### src/hw/scaler_pkg.sv
// Register map, field layout, reset values and enumerations of the prescaler and output window.
package scaler_pkg;
   // Subaddresses of parameter set A and parameter set B.
   localparam logic [7:0] HOUT_LEN_LOW_A_OFS = 8'h9C;
   localparam logic [7:0] HOUT_LEN_HIGH_A_OFS = 8'h9D;
   localparam logic [7:0] VOUT_LEN_LOW_A_OFS = 8'h9E;
   localparam logic [7:0] VOUT_LEN_HIGH_A_OFS = 8'h9F;
   localparam logic [7:0] PRESCALE_RATIO_A_OFS = 8'hA0;
   localparam logic [7:0] ACCUM_LENGTH_A_OFS = 8'hA1;
   localparam logic [7:0] PREFILTER_GAIN_A_OFS = 8'hA2;
   localparam logic [7:0] HOUT_LEN_LOW_B_OFS = 8'hCC;
   localparam logic [7:0] HOUT_LEN_HIGH_B_OFS = 8'hCD;
   localparam logic [7:0] VOUT_LEN_LOW_B_OFS = 8'hCE;
   localparam logic [7:0] VOUT_LEN_HIGH_B_OFS = 8'hCF;
   localparam logic [7:0] PRESCALE_RATIO_B_OFS = 8'hD0;
   localparam logic [7:0] ACCUM_LENGTH_B_OFS = 8'hD1;
   localparam logic [7:0] PREFILTER_GAIN_B_OFS = 8'hD2;

   // Register index inside one set.
   localparam int REG_CNT = 7;
   localparam logic [2:0] IDX_HLO = 3'h0;
   localparam logic [2:0] IDX_HHI = 3'h1;
   localparam logic [2:0] IDX_VLO = 3'h2;
   localparam logic [2:0] IDX_VHI = 3'h3;
   localparam logic [2:0] IDX_RATIO = 3'h4;
   localparam logic [2:0] IDX_ACL = 3'h5;
   localparam logic [2:0] IDX_PFG = 3'h6;

   // Implemented bits per register; the rest read as zero.
   localparam logic [7:0] MASK_BYTE = 8'hFF;
   localparam logic [7:0] MASK_NIBBLE = 8'h0F;
   localparam logic [7:0] MASK_SIX = 8'h3F;

   // Values after reset.
   localparam logic [7:0] RATIO_RST = 8'h01;
   localparam logic [7:0] OTHER_RST = 8'h00;

   // Fields of the prefilter and gain register.
   localparam int GAIN_LSB = 0;
   localparam int WEIGHT_BIT = 3;
   localparam int LUMA_SEL_LSB = 4;
   localparam int CHROMA_SEL_LSB = 6;

   localparam int FIFO_DEPTH = 2;

   typedef enum logic [1:0] {
      FILT_BYPASS = 2'h0,
      FILT_QUARTER = 2'h1,
      FILT_WIDE = 2'h2,
      FILT_FLAT = 2'h3
   } filt_t;

   typedef enum logic {
      ST_RUN = 1'h0,
      ST_PAD = 1'h1
   } win_state_t;
endpackage

### src/hw/scaler_prescale_output_window.sv
// Horizontal prescaler with prefilters and the output window length logic.
module scaler_prescale_output_window #(
   parameter int DW = 8,
   parameter int LW = 12
) (
   // Clock and reset
   input wire logic clk_i,
   input wire logic rst_i,
   // Register port, one subaddress per byte
   input wire logic [7:0] reg_addr_i,
   input wire logic [7:0] reg_wdata_i,
   input wire logic reg_we_i,
   input wire logic reg_re_i,
   output logic [7:0] reg_rdata_o,
   // Parameter set in use, 0 for A and 1 for B
   input wire logic set_sel_i,
   // Input sample stream, Y with multiplexed Cb and Cr
   input wire logic in_valid_i,
   output logic in_ready_o,
   input wire logic [DW-1:0] in_y_i,
   input wire logic [DW-1:0] in_c_i,
   input wire logic in_eol_i,
   input wire logic in_sof_i,
   // Output stream to the fine scaler
   output logic out_valid_o,
   input wire logic out_ready_i,
   output logic [DW-1:0] out_y_o,
   output logic [DW-1:0] out_c_o,
   output logic out_eol_o
);
   localparam int AW = 16;
   localparam int EW = 2 * DW + 1;
   localparam int REG_CNT_P = scaler_pkg::REG_CNT;

   typedef struct packed {
      logic [1:0][REG_CNT_P-1:0][7:0] regs;
      logic [7:0] rdata;
      logic [5:0][DW-1:0] hy;
      logic [7:0][DW-1:0] hc;
      logic [5:0] phase;
      logic cpar;
      logic [AW-1:0] acc_y;
      logic [1:0][AW-1:0] acc_c;
      logic [LW:0] hcnt;
      logic [LW-1:0] vcnt;
      scaler_pkg::win_state_t st;
      logic [DW-1:0] last_y;
      logic [DW-1:0] last_c;
      logic [1:0][EW-1:0] fifo;
      logic [1:0] cnt;
      logic ovalid;
      logic ready;
   } state_t;

   state_t s_q, s_d;

   // Returns {hit, set, index} for a subaddress.
   function automatic logic [4:0] decode(input logic [7:0] a);
      if (a >= scaler_pkg::HOUT_LEN_LOW_A_OFS && a <= scaler_pkg::PREFILTER_GAIN_A_OFS) begin
         return {2'b10, 3'(a - scaler_pkg::HOUT_LEN_LOW_A_OFS)};
      end else if (a >= scaler_pkg::HOUT_LEN_LOW_B_OFS && a <= scaler_pkg::PREFILTER_GAIN_B_OFS) begin
         return {2'b11, 3'(a - scaler_pkg::HOUT_LEN_LOW_B_OFS)};
      end else begin
         return 5'h00;
      end
   endfunction

   function automatic logic [7:0] reg_mask(input logic [2:0] idx);
      if (idx == scaler_pkg::IDX_HHI || idx == scaler_pkg::IDX_VHI) begin
         return scaler_pkg::MASK_NIBBLE;
      end else if (idx == scaler_pkg::IDX_RATIO || idx == scaler_pkg::IDX_ACL) begin
         return scaler_pkg::MASK_SIX;
      end else begin
         return scaler_pkg::MASK_BYTE;
      end
   endfunction

   function automatic logic signed [15:0] sx(input logic [DW-1:0] v);
      return $signed(16'(v));
   endfunction

   function automatic logic [DW-1:0] clamp(input logic signed [15:0] v);
      if (v < 16'sh0000) begin
         return '0;
      end else if (v > sx('1)) begin
         return '1;
      end else begin
         return v[DW-1:0];
      end
   endfunction

   // Kernel at x[0] newest; the wide kernel is scaled by four to stay in integers.
   function automatic logic [DW-1:0] luma_filt(input logic [1:0] sel,
                                                input logic [6:0][DW-1:0] x);
      logic signed [15:0] v;
      v = sx(x[0]);
      case (sel)
         scaler_pkg::FILT_QUARTER: v = (sx(x[0]) + 16'sd2 * sx(x[1]) + sx(x[2])) >>> 2;
         scaler_pkg::FILT_WIDE: v = (16'sd4 * (sx(x[1]) + sx(x[5]) - sx(x[0]) - sx(x[6]))
                                   + 16'sd7 * (sx(x[2]) + sx(x[4]))
                                   + 16'sd18 * sx(x[3])) >>> 5;
         scaler_pkg::FILT_FLAT: v = (sx(x[0]) + 16'sd2 * (sx(x[1]) + sx(x[2]) + sx(x[3]))
                                   + sx(x[4])) >>> 3;
         default: v = sx(x[0]);
      endcase
      return clamp(v);
   endfunction

   // Taps are two samples apart so that each one sees the same colour component.
   function automatic logic [DW-1:0] chroma_filt(input logic [1:0] sel,
                                                  input logic [4:0][DW-1:0] x);
      logic signed [15:0] v;
      v = sx(x[0]);
      case (sel)
         scaler_pkg::FILT_QUARTER: v = (sx(x[0]) + 16'sd2 * sx(x[1]) + sx(x[2])) >>> 2;
         scaler_pkg::FILT_WIDE: v = (16'sd3 * (sx(x[0]) + sx(x[4]))
                                   + 16'sd8 * (sx(x[1]) + sx(x[3]))
                                   + 16'sd10 * sx(x[2])) >>> 5;
         scaler_pkg::FILT_FLAT: v = (sx(x[0]) + 16'sd2 * (sx(x[1]) + sx(x[2]) + sx(x[3]))
                                   + sx(x[4])) >>> 3;
         default: v = sx(x[0]);
      endcase
      return clamp(v);
   endfunction

   function automatic logic [DW-1:0] renorm(input logic [AW-1:0] sum, input logic [2:0] k);
      logic [AW-1:0] v;
      v = sum >> k;
      return (v > AW'({DW{1'b1}})) ? '1 : v[DW-1:0];
   endfunction

   logic [4:0] dec;
   logic [7:0] pfg;
   logic [LW-1:0] hlen, vlen;
   logic [LW:0] htarget;
   logic [5:0] ratio, acl;
   logic [2:0] gain;
   logic inner, accept, pop, push, emit, active, in_acc;
   logic [1:0] weight;
   logic [DW-1:0] fy, fc, sy, sc;
   logic [AW-1:0] tot_y;
   logic [1:0][AW-1:0] tot_c;
   logic [EW-1:0] pword;
   logic [LW-1:0] vnow;

   always_comb begin
      s_d = s_q;
      dec = decode(reg_addr_i);
      pfg = s_q.regs[set_sel_i][scaler_pkg::IDX_PFG];
      hlen = {s_q.regs[set_sel_i][scaler_pkg::IDX_HHI][3:0],
              s_q.regs[set_sel_i][scaler_pkg::IDX_HLO]};
      vlen = {s_q.regs[set_sel_i][scaler_pkg::IDX_VHI][3:0],
              s_q.regs[set_sel_i][scaler_pkg::IDX_VLO]};
      // A forbidden zero ratio is treated as one.
      ratio = s_q.regs[set_sel_i][scaler_pkg::IDX_RATIO][5:0];
      ratio = (ratio == 6'h00) ? 6'h01 : ratio;
      acl = s_q.regs[set_sel_i][scaler_pkg::IDX_ACL][5:0];
      gain = pfg[scaler_pkg::GAIN_LSB +: 3];
      inner = pfg[scaler_pkg::WEIGHT_BIT];
      htarget = {1'b0, hlen} + {{LW{1'b0}}, hlen[0]};

      // Register port.
      if (reg_we_i && dec[4]) begin
         s_d.regs[dec[3]][dec[2:0]] = reg_wdata_i & reg_mask(dec[2:0]);
      end
      if (reg_re_i) begin
         s_d.rdata = dec[4] ? s_q.regs[dec[3]][dec[2:0]] : 8'h00;
      end

      accept = in_valid_i && s_q.ready && s_q.st == scaler_pkg::ST_RUN;
      pop = s_q.ovalid && out_ready_i;
      // A start of field restarts the line count before this sample is judged.
      vnow = (accept && in_sof_i) ? '0 : s_q.vcnt;
      active = vnow < vlen;

      // Prefilters, causal.
      fy = luma_filt(pfg[scaler_pkg::LUMA_SEL_LSB +: 2], {s_q.hy, in_y_i});
      fc = chroma_filt(pfg[scaler_pkg::CHROMA_SEL_LSB +: 2],
                       {s_q.hc[7], s_q.hc[5], s_q.hc[3], s_q.hc[1], in_c_i});

      // Accumulation over a ratio period; only the first acl+1 samples count.
      in_acc = s_q.phase <= acl;
      weight = !in_acc ? 2'h0 :
               (inner && s_q.phase != 6'h00 && s_q.phase < acl) ? 2'h2 : 2'h1;
      tot_y = s_q.acc_y + AW'(fy) * AW'(weight);
      tot_c = s_q.acc_c;
      tot_c[s_q.cpar] = s_q.acc_c[s_q.cpar] + AW'(fc) * AW'(weight);
      emit = accept && s_q.phase == ratio - 6'h01;
      sy = renorm(tot_y, gain);
      sc = renorm(tot_c[s_q.hcnt[0]], gain);

      push = 1'b0;
      pword = '0;
      if (accept) begin
         s_d.hy = {s_q.hy[4:0], in_y_i};
         s_d.hc = {s_q.hc[6:0], in_c_i};
         s_d.vcnt = vnow;
         s_d.cpar = ~s_q.cpar;
         if (emit) begin
            s_d.phase = 6'h00;
            s_d.acc_y = '0;
            s_d.acc_c = '0;
            s_d.last_y = sy;
            s_d.last_c = sc;
         end else begin
            s_d.phase = s_q.phase + 6'h01;
            s_d.acc_y = tot_y;
            s_d.acc_c = tot_c;
         end
         if (emit && active && s_q.hcnt < htarget) begin
            push = 1'b1;
            pword = {s_q.hcnt + 13'h0001 == htarget, sy, sc};
            s_d.hcnt = s_q.hcnt + 13'h0001;
         end
         // An incomplete tail is dropped so that every line starts on phase zero.
         if (in_eol_i) begin
            s_d.phase = 6'h00;
            s_d.cpar = 1'b0;
            s_d.acc_y = '0;
            s_d.acc_c = '0;
            if (active && s_d.hcnt < htarget) begin
               s_d.st = scaler_pkg::ST_PAD;
            end else begin
               s_d.hcnt = '0;
               s_d.vcnt = active ? vnow + 12'h001 : vnow;
            end
         end
      // Padding fills free buffer slots while the input side is held off.
      end else if (s_q.st == scaler_pkg::ST_PAD && (s_q.cnt != 2'h2 || pop)) begin
         push = 1'b1;
         pword = {s_q.hcnt + 13'h0001 == htarget, s_q.last_y, s_q.last_c};
         s_d.hcnt = s_q.hcnt + 13'h0001;
         if (s_q.hcnt + 13'h0001 == htarget) begin
            s_d.st = scaler_pkg::ST_RUN;
            s_d.hcnt = '0;
            s_d.vcnt = s_q.vcnt + 12'h001;
         end
      end

      // Two-entry buffer; head entry drives the outputs directly.
      if (pop) begin
         s_d.fifo[0] = s_q.fifo[1];
      end
      if (push) begin
         s_d.fifo[s_q.cnt - 2'(pop)] = pword;
      end
      s_d.cnt = s_q.cnt + 2'(push) - 2'(pop);
      s_d.ovalid = s_d.cnt != 2'h0;
      // One push per cycle at most, so a free slot now covers the next cycle.
      s_d.ready = s_d.cnt != 2'h2 && s_d.st == scaler_pkg::ST_RUN;
   end

   always_ff @(posedge clk_i) begin
      if (rst_i) begin
         s_q <= '0;
         for (int i = 0; i < 2; i++) begin
            s_q.regs[i][scaler_pkg::IDX_RATIO] <= scaler_pkg::RATIO_RST;
            s_q.regs[i][scaler_pkg::IDX_ACL] <= scaler_pkg::OTHER_RST;
         end
         s_q.st <= scaler_pkg::ST_RUN;
      end else begin
         s_q <= s_d;
      end
   end

   assign reg_rdata_o = s_q.rdata;
   assign in_ready_o = s_q.ready;
   assign out_valid_o = s_q.ovalid;
   assign {out_eol_o, out_y_o, out_c_o} = s_q.fifo[0];
endmodule // scaler_prescale_output_window

### config.mk
export PLATFORM = sky130hd
export DESIGN_NAME = scaler_prescale_output_window
export DESIGN_NICKNAME = d
export VERILOG_FILES = /design/src/hw/scaler_pkg.sv /design/src/hw/scaler_prescale_output_window.sv
export SDC_FILE = /design/constraint.sdc
export NUM_CORES = 2
export LEC_CHECK = 0
export BUFFER_PORTS_ARGS = -buffer_cell sky130_fd_sc_hd__buf_2
export CAP_MARGIN = 10
export CORE_MARGIN = 4
export CORE_UTILIZATION = 40
export DETAILED_ROUTE_END_ITERATION = 7
export PLACE_DENSITY = 0.56
export SKIP_LAST_GASP = 1
export SLEW_MARGIN = 20
export SYNTH_ARGS = -nofsm -noshare
export SYNTH_HDL_FRONTEND = slang
export SYNTH_SLANG_ARGS = --single-unit
### constraint.sdc
create_clock -name clk_i -period 9.2 [get_ports clk_i]
set_clock_uncertainty 0.2 [all_clocks]
set_input_delay 0.46 -clock clk_i [delete_from_list [all_inputs] [get_ports clk_i]]
set_output_delay 0.46 -clock clk_i [all_outputs]
set_load 0.05 [all_outputs]
# Yosys cells after proc, flatten, opt, wreduce, memory -nomap -nowiden
# Index checks and enable logic that the tools add are counted.
# classes
eq_ne	14
reduce_logical	29
n_shift	2
n_addsub	35
magnitude_cmp	25
bitwise	4
mux	58
n_div	0
n_mul	6
# ops
cell	n
56-bit 2-to-1 mux	5
112-bit bitwise mux	1
17-bit 2-to-1 mux	6
8-bit 2-to-1 mux	12
81-bit 2-to-1 mux	1
16-bit 2-to-1 mux	5
26-bit 2-to-1 mux	3
56-bit demux with 1-bit select	1
8-bit by 8-bit adder with 9-bit output	6
48-bit 2-to-1 mux	1
16-bit case mux with 3 select lines	1
34-bit bitwise mux	1
16-bit by 10-bit adder with 16-bit output	2
32-bit bitwise mux	1
16-bit by 8-bit > comparator with 1-bit output (second input constant)	2
16-bit by 9-bit > comparator with 1-bit output (second input constant)	2
16-bit by 1-bit < comparator with 1-bit output (second input constant)	2
16-bit by 3-bit right shift with 16-bit output	2
10-bit case mux with 3 select lines	1
12-bit by 8-bit adder with 13-bit output	2
13-bit < comparator	2
13-bit 2-to-1 mux	2
25-bit 2-to-1 mux	1
12-bit by 1-bit adder with 12-bit output (second input constant)	2
other kinds (58)	109
# totals
mem_bits_rw	0
latch_bits	0
n_memories	0
word_cells	217
output_inout_bits	27
reg_bits	367
mem_bits_ro	0
in_bits	41

# Longest topological paths before layout
# depth
ltp_word	20
mapped_depth	43
ltp_nobuf	42

# Worst setup path before layout
# No wires, ideal clock.
# synth_path
path_type	reg2reg
startpoint	register s_q[208] in the netlist's numbering
endpoint	register s_q, in the netlist out_y_o[7]
n_path_buf	0
setup_ns	0.133
stages_incl_launch_ff	42
period_less_slack_ns	9.515
t_required_ns	8.867
path_slack_ns	-0.315
arrival_time_ns	9.182
cell_sequence	dfxtp_1 -> ha_1 -> a21o_1 -> a21oi_1 -> o21bai_1 -> a21oi_1 -> xnor2_1 -> inv_1 -> fa_1 -> inv_1 -> ha_1 -> inv_1 -> o21bai_1 -> a21oi_1 -> o21bai_1 -> a21oi_1 -> xnor2_1 -> fa_1 -> (+6 left out) -> xnor2_1 -> o32a_1 -> and2_1 -> or3_1 -> fa_1 -> inv_1 -> ha_1 -> fa_1 -> a21o_1 -> a211o_1 -> a2111oi_0 -> or3_1 -> xnor2_1 -> a21oi_1 -> nor3_1 -> nand2_1 -> o32ai_1 -> o21ai_0
# synth_between
elab_chain_cells	17
elab_cells_between_ends	23
classes_between	add/sub (9); mul (2); order compare (3); shift (1); mux (8)
# synth_rtl
element	line_no	text
from (decl)	scaler_prescale_output_window.sv:55	state_t s_q, s_d;
8-bit by 8-bit adder with 9-bit output (on tied branches)	scaler_prescale_output_window.sv:100, scaler_prescale_output_window.sv:102	
3-bit by 9-bit multiplier with 12-bit output or 9-bit by 8-bit adder with 10-bit output (tied branches)	scaler_prescale_output_window.sv:100, scaler_prescale_output_window.sv:102	
13-bit by 13-bit adder with 14-bit output or 8-bit by 11-bit adder with 12-bit output (tied branches)	scaler_prescale_output_window.sv:100, scaler_prescale_output_window.sv:102	
14-bit by 14-bit adder with 15-bit output or 12-bit by 8-bit adder with 13-bit output (tied branches)	scaler_prescale_output_window.sv:101, scaler_prescale_output_window.sv:103	
16-bit case mux with 3 select lines (*)	scaler_prescale_output_window.sv:97	case (sel)
16-bit by 9-bit > comparator with 1-bit output	scaler_prescale_output_window.sv:85	end else if (v > sx('1)) begin
8-bit 2-to-1 mux	scaler_prescale_output_window.sv:85	
8-bit 2-to-1 mux (*)	scaler_prescale_output_window.sv:83	if (v < 16'sh0000) begin
8-bit by 2-bit multiplier with 10-bit output (*)	scaler_prescale_output_window.sv:185	tot_y = s_q.acc_y + AW'(fy) * AW'(weight);
16-bit by 10-bit adder with 16-bit output (*)	scaler_prescale_output_window.sv:185	
16-bit by 3-bit right shift with 16-bit output (*)	scaler_prescale_output_window.sv:128	v = sum >> k;
16-bit by 8-bit > comparator with 1-bit output	scaler_prescale_output_window.sv:129	return (v > AW'({DW{1'b1}})) ? '1 : v[DW-1:0];
8-bit 2-to-1 mux (*)	scaler_prescale_output_window.sv:129	
17-bit 2-to-1 mux (*)	scaler_prescale_output_window.sv:210	if (emit && active && s_q.hcnt < htarget) begin
17-bit 2-to-1 mux (*)	scaler_prescale_output_window.sv:194	if (accept) begin
34-bit bitwise mux (*)	scaler_prescale_output_window.sv:245	s_d.fifo[s_q.cnt - 2'(pop)] = pword;
17-bit 2-to-1 mux (*)	scaler_prescale_output_window.sv:244	if (push) begin
# Every way passes the cells marked *; elsewhere a longest branch is shown, timed or not.
# A chain may end at the register's enable or synchronous reset.

# Worst setup path in the final report
# layout_path
startpoint	register s_q[207] in the netlist's numbering
endpoint	register s_q[48] in the netlist's numbering
# layout_between
elab_chain_cells	13
elab_cells_between_ends	19
classes_between	add/sub (9); mul (2); order compare (3); shift (1); mux (4)
# layout_rtl
element	line_no
8-bit by 8-bit adder with 9-bit output (on tied branches)	scaler_prescale_output_window.sv:100, scaler_prescale_output_window.sv:102
3-bit by 9-bit multiplier with 12-bit output or 9-bit by 8-bit adder with 10-bit output (tied branches)	scaler_prescale_output_window.sv:100, scaler_prescale_output_window.sv:102
13-bit by 13-bit adder with 14-bit output or 8-bit by 11-bit adder with 12-bit output (tied branches)	scaler_prescale_output_window.sv:100, scaler_prescale_output_window.sv:102
14-bit by 14-bit adder with 15-bit output or 12-bit by 8-bit adder with 13-bit output (tied branches)	scaler_prescale_output_window.sv:101, scaler_prescale_output_window.sv:103
16-bit case mux with 3 select lines (*)	scaler_prescale_output_window.sv:97
16-bit by 9-bit > comparator with 1-bit output	scaler_prescale_output_window.sv:85
8-bit 2-to-1 mux	scaler_prescale_output_window.sv:85
8-bit 2-to-1 mux (*)	scaler_prescale_output_window.sv:83
8-bit by 2-bit multiplier with 10-bit output (*)	scaler_prescale_output_window.sv:185
16-bit by 10-bit adder with 16-bit output (*)	scaler_prescale_output_window.sv:185
16-bit by 3-bit right shift with 16-bit output (*)	scaler_prescale_output_window.sv:128
16-bit by 8-bit > comparator with 1-bit output	scaler_prescale_output_window.sv:129
8-bit 2-to-1 mux (*)	scaler_prescale_output_window.sv:129
# Marked as above.

==> results.ini <==
[final_layout]
final_cell_mix=434 x nand2_1, 361 x dfxtp_1, 319 x a21oi_1
drive_gt1_frac=0.1460
fin_nets=4082
mostFrequentLayoutCell=nand2_1
seqCellArea_um2=7357
diodes=0
area_delta_synth_final_pct=16.01
fin_area_um2=33280
multi_input_area_um2=20000
num-fill-cells=6990
final_cells=4694
finish.utilization=0.4720

[critical_path]
arrival_ns=9.47
path_class=reg2reg
cp.required_ns=9.49
cpMaxStageDelayCell=fa_1
crit_fanout=4
end_kind=flip-flop
critical-path-top-delay-family=adder cells
critical_path_buf_inv_count=7
critical_path.max_stage_delay_ns=0.53
critPathLaunchType=flip-flop

[yosys]
synthMuxAreaShare=0.06590
ys_seq_area_frac=0.2561
yosys_warnings=0
synth_nets=3941
synthSimpleGateAreaFrac=0.1882
ys_seq_elements=367
netlist_instances=3576
synth-adder-area-share=0.1701
synthesis.area_um2=28690
synth-edff-count=0
synth-main-ff-cell=dfxtp_1
synth_compound_area_frac=0.2020
synthDistinctLibCells=93
synth_top_family_by_area=compound AO/OA/AOI/OAI gates
async_reset_ff_frac=0
syn_area_per_cell_um2=8.023
synth_xor_xnor_area_share=0.05120

[grt]
overflow=0
grt_pass1_wl_um=132200
grt_max_degree=128
antenna_found_initial=0
grt_pass1_vias=24450
grt_usage=0.2123

[detailed_routing]
vias_per_cell=5.430
wl_um=81680
drt_iter0_drc=1574
post-route-drc-count=0
num_vias=25490
wl_per_cell_um=17.40
dr.pass1.iters=6
ant_nets=0

[placement]
dpl.cell_count=4588
place_hpwl_um=59630
port-buffer-count=67
gp_congestion=0.8658
dpl-instance-area_um2=31000

[clock_network]
cts_buffers=45
cts_tree=built
cts_max_path_buffers=3
cts.clk_slew.worst_paths_ns=0.06
clk-insertion-delay-late_ns=0.60
htreeDepth=2
cts_num_sinks=367
cts-root-buf=clkbuf_16

[pwr]
power.density_nw_per_um2=125.2
switching_share=0.2776
power.net_switching_w=0.001157
intPower_w=0.003010
p_comb_frac=0.156
power_frac_clock=0.457
pwr-share-seq=0.387
ir_drop_uv=123.2
finalPower_w=0.004167
leakagePower_nw=14.12

[floorplan]
die-area_um2=76070
core_um2=70510
die_h_um=275.8
row_count=97
ios=68
initial_core_util=0.4069
die_w_um=275.8

[timing]
hold_viol=0
grt_setup_unrepaired=true
period_share=0.9975
slew_headroom=0.2710
finalSetupViolCount=0
min_period_ns=9.177
finalMaxSlewViolations=0
tightestPinTransition_ns=1.072
clock.fmax_mhz=109.0

[job]
max_cap_viol_count=0

[worst_hold_path]
hp-class=in2reg

[status]
outcome=complete, no violations

## path summary, 6_finish.rpt
check                   startpoint               endpoint  slack, ns  cells after the start
max          s_q[207]$_SDFFE_PP0P_   s_q[48]$_SDFFE_PP0P_       0.02                     42
max reg2reg  s_q[207]$_SDFFE_PP0P_   s_q[48]$_SDFFE_PP0P_       0.02                     42
min reg2reg  s_q[185]$_SDFFE_PP0P_  s_q[193]$_SDFFE_PP0P_       0.25                      2
min                      in_y_i[0]  s_q[199]$_SDFFE_PP0P_       0.08                      4
## power by group through the flow
stage / sequential (W) / clock, W / combinational (W)
after floorplan: 0.00165 / 0 / 0.000397
after global placement: 0.00165 / 0 / 0.000616
after detailed placement: 0.00165 / 0 / 0.000619
after CTS: 0.00161 / 0.00196 / 0.000631
after global routing: 0.00161 / 0.00201 / 0.000728
final: 0.00161 / 0.00190 / 0.000650
## metal layers
layer | track usage | part of all wire | vias to the layer above
met5 | 0 | 0 | -
met4 | 0.05859 | 0.026 | 0
met3 | 0.02729 | 0.044 | 113
met2 | 0.3490 | 0.46 | 530
met1 | 0.2942 | 0.47 | 12040
li1 | - | - | 12800
## cell usage after synthesis (20+ instances only)
| library cell | number | share of area |
|---|---|---|
| a21o_1 | 53 | 0.014 |
| nand2b_1 | 27 | 0.0059 |
| o21bai_1 | 25 | 0.0065 |
| mux2i_1 | 163 | 0.057 |
| fa_1 | 110 | 0.077 |
| nor3_1 | 84 | 0.015 |
| mux2_2 | 23 | 0.0090 |
| ha_1 | 214 | 0.093 |
| nand2_1 | 435 | 0.057 |
| a22oi_1 | 40 | 0.010 |
| o22ai_1 | 26 | 0.0057 |
| and2_1 | 39 | 0.0085 |
| nor3b_1 | 23 | 0.0060 |
| a21oi_1 | 335 | 0.058 |
| xor2_1 | 56 | 0.017 |
| and3_1 | 25 | 0.0055 |
| buf_4 | 25 | 0.0065 |
| nand3_1 | 71 | 0.012 |
| inv_1 | 249 | 0.033 |
| a211oi_1 | 55 | 0.014 |
| nor2b_1 | 20 | 0.0044 |
| o21a_1 | 25 | 0.0065 |
| xnor2_1 | 108 | 0.033 |
| dfxtp_1 | 367 | 0.26 |
| o21ai_0 | 120 | 0.021 |
| nor2_1 | 324 | 0.042 |
| a31oi_1 | 27 | 0.0059 |
| clkbuf_1 | 171 | 0.022 |
## cell families (layout without fill, tap and decap cells)
kind of cell               Yosys count  after routing
and+or+nand+nor                   1167           1167
DFF                                367            367
xor gates and xnor gates           166            166
AOI/OAI and AO/OA                  896            896
adders and majority gates          324            324
muxes                              186            186
buffers and inverters              470            648
## worst register-to-register path, delay by kind of cell, from the launching register on
kind            cells  cell delay, ns
simple gates        8            1.42
compound gates     15            3.01
fa+ha+maj           9            3.06
buf+inv             7            0.65
flops               1            0.33
xor+xnor            3            0.39
## area by class of cell
type / count / share of cell area
Inverter: 252 / 0.02842
Clock buffer: 61 / 0.03895
Tap cell: 940 / 0.03534
Multi-Input combinational cell: 2739 / 0.6011
Timing Repair Buffer: 312 / 0.06643
Clock inverter: 23 / 0.008759
Sequential cell: 367 / 0.2211
## through the flow
stage	setup TNS (ns)	hold slack (ns)	worst slack, ns
after floorplan	0	0.2302	0.0009761
after global placement	-8.529	0.2379	-0.4379
after detailed placement	-11.01	0.2435	-0.5146
after CTS	0	0.04604	0.01167
after global routing	-9.188	0.07011	-0.4442
final	0	0.07601	0.02276
## sequential cells by signal (all words and copies together) (netlist names)
register and cells:
in_ready_o 1, out_c_o 8, out_eol_o 1, out_valid_o 1, out_y_o 8, reg_rdata_o 8
s_q 340
## what timing repair did
item / CTS / global route
hold endpoints to repair: 5 / 0
buffers inserted: 7 / 11
pin swaps: 21 / 65
setup endpoints to repair: 24 / 46
hold buffers: 5 / 0
resized for setup: 30 / 84
No activity file was read; power rests on OpenSTA's default activity.
